$ cat config.mk
export PLATFORM = sky130hd
export DESIGN_NAME = nvsram_host
export DESIGN_NICKNAME = d
export VERILOG_FILES = /design/src/verilog/nvsram_host_pkg.sv /design/src/verilog/nvsram_host.sv /design/src/verilog/sync2.sv
export SDC_FILE = /design/constraint.sdc
export NUM_CORES = 1
export LEC_CHECK = 0
export ABC_AREA = 1
export BUFFER_PORTS_ARGS = -buffer_cell sky130_fd_sc_hd__buf_2
export CORE_ASPECT_RATIO = 1.75
export CORE_MARGIN = 3
export CORE_UTILIZATION = 47
export CTS_BUF_LIST = sky130_fd_sc_hd__clkbuf_2
export DETAILED_ROUTE_END_ITERATION = 10
export PLACE_DENSITY = 0.69
export SKIP_LAST_GASP = 1
export SYNTH_ARGS = -nofsm -noshare
export SYNTH_HDL_FRONTEND = slang
export SYNTH_HIERARCHICAL = 1
export SYNTH_SLANG_ARGS = --single-unit
$ cat constraint.sdc
create_clock -name core_clk_in -period 4.4 [get_ports core_clk_in]
set_input_delay 0.44 -clock core_clk_in [delete_from_list [all_inputs] [get_ports core_clk_in]]
set_output_delay 0.44 -clock core_clk_in [all_outputs]
set_load 0.02 [all_outputs]
$ cat src/verilog/nvsram_host_pkg.sv
// Package of constants and carriers for the nonvolatile SRAM host controller.
package nvsram_host_pkg;
    localparam int ADDR_W = 21;
    localparam int DATA_W = 8;
    localparam int CLK_PERIOD_NS = 10;
    // Host-side timing minimums, in ns as printed, except the select recovery in ms.
    localparam int WRITE_PULSE_NS = 55;
    localparam int SELECT_TO_END_NS = 65;
    localparam int ADDR_TO_END_NS = 65;
    localparam int DATA_SETUP_NS = 30;
    localparam int WRITE_CYCLE_NS = 70;
    localparam int STROBE_RELEASE_RECOVERY_NS = 5;
    localparam int STROBE_DATA_HOLD_NS = 0;
    localparam int READ_CYCLE_NS = 70;
    localparam int SELECT_ACCESS_NS = 70;
    localparam int OUTPUT_FLOAT_NS = 25;
    localparam int SELECT_RECOVERY_MS = 120;
    function automatic int ceil_cycles(input int ns);
        int c;
        c = (ns + CLK_PERIOD_NS - 1) / CLK_PERIOD_NS;
        return (c < 1) ? 1 : c;
    endfunction
    localparam int WRITE_PULSE_CYC = ceil_cycles(WRITE_PULSE_NS);
    localparam int SELECT_LOW_CYC = ceil_cycles(SELECT_TO_END_NS);
    localparam int WRITE_HOLD_CYC = ceil_cycles(STROBE_RELEASE_RECOVERY_NS);
    localparam int WRITE_CYCLE_CYC = ceil_cycles(WRITE_CYCLE_NS);
    localparam int READ_ACCESS_CYC = ceil_cycles(SELECT_ACCESS_NS);
    localparam int FLOAT_CYC = ceil_cycles(OUTPUT_FLOAT_NS);
    localparam int RECOVERY_CYC_DEF = SELECT_RECOVERY_MS * 100000;
    localparam int CNT_W = 24;
    localparam logic [ADDR_W-1:0] ADDR_RESET = 21'h000000;
    localparam logic [DATA_W-1:0] DATA_RESET = 8'h00;

    typedef struct packed {
        logic write;
        logic [ADDR_W-1:0] addr;
        logic [DATA_W-1:0] data;
    } mem_req_s;

    typedef struct packed {
        logic select_n;
        logic write_n;
        logic output_n;
    } strobe_s;
endpackage

$ cat src/verilog/nvsram_host.sv
// Host controller that runs read and write cycles on a nonvolatile SRAM.
`timescale 1ns/100ps
module nvsram_host
    import nvsram_host_pkg::*;
#(
    parameter int RECOVERY_CYC = RECOVERY_CYC_DEF
)
(
    input wire logic core_clk_in,
    input wire logic rst_n_in,
    input wire logic req_valid_in,
    input wire mem_req_s req_in,
    output logic req_ready_out,
    output logic rd_valid_out,
    output logic [DATA_W-1:0] rd_data_out,
    output logic [ADDR_W-1:0] word_select_lines_out,
    output strobe_s strobe_n_out,
    input wire logic [DATA_W-1:0] byte_lines_in,
    output logic [DATA_W-1:0] byte_lines_out,
    output logic byte_lines_oe_out,
    output logic write_ready_out
);
    typedef enum logic [2:0]
    {
        ST_IDLE = 3'b000,
        ST_W_SEL = 3'b001,
        ST_W_PULSE = 3'b011,
        ST_W_HOLD = 3'b010,
        ST_R_ACCESS = 3'b110,
        ST_GAP = 3'b111
    } state_e;

    ////////////////////////////////////////////////////////////////////////////
    logic [DATA_W-1:0] byte_sync;
    state_e state_reg, state_next;
    logic [7:0] cnt_reg, cnt_next;
    logic [CNT_W-1:0] rec_reg, rec_next;
    logic rec_done_reg, rec_done_next;
    logic [ADDR_W-1:0] addr_reg, addr_next;
    logic [DATA_W-1:0] wdata_reg, wdata_next;
    logic [DATA_W-1:0] rdata_reg, rdata_next;
    logic rd_valid_reg, rd_valid_next;
    logic oe_reg, oe_next;
    strobe_s strobe_reg, strobe_next;
    logic ready_reg, ready_next;

    // The data pins come from the device, so they are synchronised first.
    sync2 #(.WIDTH(DATA_W)) u_sync
    (
        .core_clk_in(core_clk_in),
        .rst_n_in(rst_n_in),
        .async_in(byte_lines_in),
        .sync_out(byte_sync)
    );

    ////////////////////////////////////////////////////////////////////////////
    always_comb
    begin
        rec_next = rec_reg;
        rec_done_next = rec_done_reg;
        if (!rec_done_reg)
        begin
            if (rec_reg >= CNT_W'(RECOVERY_CYC - 1))
            begin
                rec_done_next = 1'b1;
            end
            else
            begin
                rec_next = rec_reg + 1'b1;
            end
        end
    end

    always_ff @(posedge core_clk_in or negedge rst_n_in)
    begin
        if (!rst_n_in)
        begin
            rec_reg <= '0;
            rec_done_reg <= 1'b0;
        end
        else
        begin
            rec_reg <= rec_next;
            rec_done_reg <= rec_done_next;
        end
    end

    ////////////////////////////////////////////////////////////////////////////
    // The read sample point sits one sync delay late; the extra two cycles
    // lengthen the read cycle but keep metastable data out of the result.
    always_comb
    begin
        state_next = state_reg;
        cnt_next = cnt_reg;
        addr_next = addr_reg;
        wdata_next = wdata_reg;
        rdata_next = rdata_reg;
        rd_valid_next = 1'b0;
        oe_next = oe_reg;
        strobe_next = strobe_reg;
        ready_next = 1'b0;
        unique case (state_reg)
            ST_IDLE:
            begin
                ready_next = 1'b1;
                if (req_valid_in && ready_reg && (!req_in.write || rec_done_reg))
                begin
                    ready_next = 1'b0;
                    addr_next = req_in.addr;
                    cnt_next = '0;
                    if (req_in.write)
                    begin
                        wdata_next = req_in.data;
                        state_next = ST_W_SEL;
                    end
                    else
                    begin
                        strobe_next = '{select_n: 1'b0, write_n: 1'b1, output_n: 1'b0};
                        state_next = ST_R_ACCESS;
                    end
                end
                else if (req_valid_in && req_in.write && !rec_done_reg)
                begin
                    // Once recovery ends, ready comes back so the held write is taken.
                    ready_next = 1'b0;
                end
            end
            ST_W_SEL:
            begin
                // Select, write strobe and data drive all go active together; output enable stays high.
                strobe_next = '{select_n: 1'b0, write_n: 1'b0, output_n: 1'b1};
                oe_next = 1'b1;
                state_next = ST_W_PULSE;
            end
            ST_W_PULSE:
            begin
                cnt_next = cnt_reg + 1'b1;
                // Select falls with the strobe, so the pulse must also cover select-to-end.
                if (cnt_reg >= 8'(WRITE_PULSE_CYC - 1) &&
                    cnt_reg >= 8'(SELECT_LOW_CYC - 1))
                begin
                    strobe_next.write_n = 1'b1;
                    cnt_next = '0;
                    state_next = ST_W_HOLD;
                end
            end
            ST_W_HOLD:
            begin
                cnt_next = cnt_reg + 1'b1;
                if (cnt_reg >= 8'(WRITE_HOLD_CYC - 1))
                begin
                    strobe_next.select_n = 1'b1;
                    oe_next = 1'b0;
                    cnt_next = '0;
                    state_next = ST_GAP;
                end
            end
            ST_R_ACCESS:
            begin
                cnt_next = cnt_reg + 1'b1;
                if (cnt_reg >= 8'(READ_ACCESS_CYC + 1))
                begin
                    rdata_next = byte_sync;
                    rd_valid_next = 1'b1;
                    strobe_next = '{select_n: 1'b1, write_n: 1'b1, output_n: 1'b1};
                    cnt_next = '0;
                    state_next = ST_GAP;
                end
            end
            ST_GAP:
            begin
                cnt_next = cnt_reg + 1'b1;
                if (cnt_reg >= 8'(FLOAT_CYC - 1))
                begin
                    ready_next = 1'b1;
                    state_next = ST_IDLE;
                end
            end
            default:
            begin
                state_next = ST_IDLE;
            end
        endcase
    end

    always_ff @(posedge core_clk_in or negedge rst_n_in)
    begin
        if (!rst_n_in)
        begin
            state_reg <= ST_IDLE;
            cnt_reg <= '0;
            addr_reg <= ADDR_RESET;
            wdata_reg <= DATA_RESET;
            rdata_reg <= DATA_RESET;
            rd_valid_reg <= 1'b0;
            oe_reg <= 1'b0;
            strobe_reg <= '{select_n: 1'b1, write_n: 1'b1, output_n: 1'b1};
            ready_reg <= 1'b0;
        end
        else
        begin
            state_reg <= state_next;
            cnt_reg <= cnt_next;
            addr_reg <= addr_next;
            wdata_reg <= wdata_next;
            rdata_reg <= rdata_next;
            rd_valid_reg <= rd_valid_next;
            oe_reg <= oe_next;
            strobe_reg <= strobe_next;
            ready_reg <= ready_next;
        end
    end

    // Note needs no host logic; retention starts at first power.
    assign req_ready_out = ready_reg;
    assign rd_valid_out = rd_valid_reg;
    assign rd_data_out = rdata_reg;
    assign word_select_lines_out = addr_reg;
    assign strobe_n_out = strobe_reg;
    assign byte_lines_out = wdata_reg;
    assign byte_lines_oe_out = oe_reg;
    assign write_ready_out = rec_done_reg;
endmodule // nvsram_host

$ cat src/verilog/sync2.sv
// Two-flop synchroniser for a bus of pin inputs.
`timescale 1ns/100ps
module sync2
#(
    parameter int WIDTH = 8
)
(
    input wire logic core_clk_in,
    input wire logic rst_n_in,
    input wire logic [WIDTH-1:0] async_in,
    output logic [WIDTH-1:0] sync_out
);
    logic [WIDTH-1:0] meta_reg;
    logic [WIDTH-1:0] sync_reg;

    always_ff @(posedge core_clk_in or negedge rst_n_in)
    begin
        if (!rst_n_in)
        begin
            meta_reg <= '0;
            sync_reg <= '0;
        end
        else
        begin
            meta_reg <= async_in;
            sync_reg <= meta_reg;
        end
    end

    assign sync_out = sync_reg;
endmodule // sync2

==> metrics <==
Synth top area share=approximately 50%; Max Transition Viols Final=0; I/O pins=85; drt pass-1 iters=4; crit path max fanout=7; Post-CTS Resized=0; fill count=approximately 860; clock sink count=between 90 and 100; run status=finished clean; relative max-transition margin=52.82%; starting density of the core=48.37%; Async S/R FF share, synth=100.0%; critical path class=register to register; Die Ht=between 100 and 150 µm; largest family of logic cells by synthesized area=simple AND/OR/NAND/NOR gates; worst reg2reg setup slack=2.44 ns; worst r2r dst=rec_reg[20]$_DFFE_PN0P_; clock tree buffer depth=2; Peak VDD IR=0.2833 mV; area leader, netlist=dfrtp_1; synthesized cell area=approximately 4600 µm²; CP Capture Type=register; Avg Cell Area, Syn=8.409 µm²; initial antenna violation count=0; Synth cell types=34; leading cell types by count after synthesis=209 x nand2_1, 92 x dfrtp_1, 52 x nor2_1, 40 x nand3_1, 34 x inv_1; CP Launch Type=register; CTS tree=yes; most common cell in the netlist=nand2_1; global-route wire length before repair=17240 µm; slew of the pin with the lowest slew margin=0.7077 ns; Syn Nets=approximately 600; Antenna Diode Count=0; Hold Startpoint=req_in[3]; Congestion Overflow GR=0; vias in the first global route=3838; WL/cell=13.66 µm; RSZ-0062 raised after global routing=no; WHS=0.02208 ns; max reg flops=24; hold endpoint=byte_lines_out[3]$_DFFE_PN0P_; share of cells above drive strength 1=21.98%; Final period util=44.49%; maximum clock frequency=roughly 500 MHz; mux share of post-synthesis cell area=a little over 5%; global placer's final weighted congestion=0.8904; P_leak=between 2 and 3 nW; # DRC=0; Finished Cell Area=approximately 5400 µm²; largest net degree at the start of global routing=57; Post-Synthesis Cells=548; IO buf count=84; gr usage total=roughly a fifth; final WL=roughly 11000 µm; total number of vias=3955; fin cells=777; hold depth=3; number of flops mapped to enable cells by yosys=0; H-tree levels=3; Synth Warn #=6; clock latency reported for the late side of the worst-skew pair=0.60 ns; max cap viols=0; Pwr Total=2.725 mW; synthesis-to-layout area growth=17.46%; Crit Reg-Reg Startpoint=rec_reg[0]$_DFFE_PN0P_; die area=about 11000 µm²; Hold Path Class=input port to register; DRT iter0 DRCs=226; Synth Area in Compound Gates=3.991%; placed cell count=745; Hold Fails Final Rpt=0; DP HPWL=7799 µm; Adder-Cell Fraction of Synth Area=1.358%; Vias/cell=just over 5; core area=9527 µm²; antenna-violating nets left=0; # Post-CTS Setup Buffers=0; CTS Buf Count=9; placed cell area=roughly 5100 µm²; TNS Setup=0 ns; Root Driver=clkbuf_2; XOR/XNOR Fraction of Synth Area=1.901%; Reg2Reg Depth=8; min cycle time layout=a little under 2 ns; Die W=80.85 µm; Synth area leaders=dfrtp_1 50%, nand2_1 17%, mux2_2 5.1%, nand3_1 4.3%, nor2_1 4.2%; simple-gate share of the synthesized area=a little under a third; pwr/cell area=503.5 nW/µm²; # setup viols final=0; register area share after synthesis=51.67%; Clock Skew=approximately 0.024 ns; Nets=a little under 700; Clock transition at path regs=0.29 ns; num rows=47; hold buffer count at cts=10; Synth Register Bits=95; Req. time, crit path=4.95 ns; CP arrival=2.51 ns; most used flip-flop cell after synthesis=dfrtp_1
cells in the final DEF (no fill, tap or decap), types with 4 or more instances in the layout:
cell type / instances
buf_2: 83
clkbuf_2: 9
dfrtp_1: 92
dlygate4sd3_1: 16
ha_1: 5
inv_1: 34
inv_2: 7
mux2_2: 21
nand2_1: 209
nand3_1: 40
nand3b_1: 5
nand4_1: 11
nor2_1: 52
o21ai_0: 21
xnor2_1: 4
xor2_1: 6
layout make-up:
class / count / area, µm² / area share, %
Sequential cell: 95 / 2381 / 43.99
Multi-Input combinational cell: 401 / 1988 / 36.73
Clock inverter: 7 / 97.59 / 1.803
Inverter: 42 / 157.7 / 2.913
Timing Repair Buffer: 101 / 590.6 / 10.91
Tap cell: 122 / 152.6 / 2.820
Clock buffer: 9 / 45.04 / 0.8322
through the flow:
stage,setup WS [ns],util [%]
6_report,2.442,56.82
5_1_grt,2.264,56.82
4_1_cts,2.435,56.19
3_5_place_dp,2.367,53.64
3_3_place_gp,2.440,53.64
2_1_floorplan,2.835,-
cells by family (layout without fill, tap and decap cells):
logic type,after synthesis,in the layout
buffers and inverters,52,159
adders and majority gates,5,5
muxes,21,21
AOI/OAI and AO/OA,33,33
and+or+nand+nor,332,332
DFF,95,95
xor gates and xnor gates,10,10
power by group:
group | switching [mW] | internal (mW) | total (mW)
Combinational | 0.645 | 0.358 | 1.00
Sequential | 0.138 | 1.10 | 1.24
Clock | 0.334 | 0.152 | 0.486
metal layers:
metal	vias to the layer above	part of all wire, %	track usage (%)
li1	1957	-	-
met1	1870	36	20.71
met4	0	3.5	10.24
met3	29	3.6	2.833
met5	-	0	0
met2	99	56	37.97
worst max-delay path by stage:
| stage | start | endpoint | slack [ns] | depth (start not counted) |
|---|---|---|---|---|
| 2_1_floorplan | rec_reg[0]$_DFFE_PN0P_ | rec_reg[9]$_DFFE_PN0P_ | 2.83 | 10 |
| 3_3_place_gp | req_in[29] | word_select_lines_out[12]$_DFFE_PN0P_ | 2.44 | 6 |
| 3_5_place_dp | req_in[29] | byte_lines_out[6]$_DFFE_PN0P_ | 2.37 | 7 |
| 4_1_cts | rec_reg[0]$_DFFE_PN0P_ | rec_reg[20]$_DFFE_PN0P_ | 2.43 | 8 |
| 5_1_grt | rec_reg[0]$_DFFE_PN0P_ | rec_reg[22]$_DFFE_PN0P_ | 2.26 | 8 |
| 6_report | rec_reg[0]$_DFFE_PN0P_ | rec_reg[20]$_DFFE_PN0P_ | 2.44 | 8 |
critical path, stage by stage (launching register included):
cell	delay, ns
dfrtp_1	0.51
ha_1	0.36
nand3_2	0.17
nor2_1	0.06
nand2_1	0.07
nand2_2	0.07
a21oi_1	0.49
nand2_1	0.11
nand2_1	0.09
No activity file was read; power rests on OpenSTA's default activity.
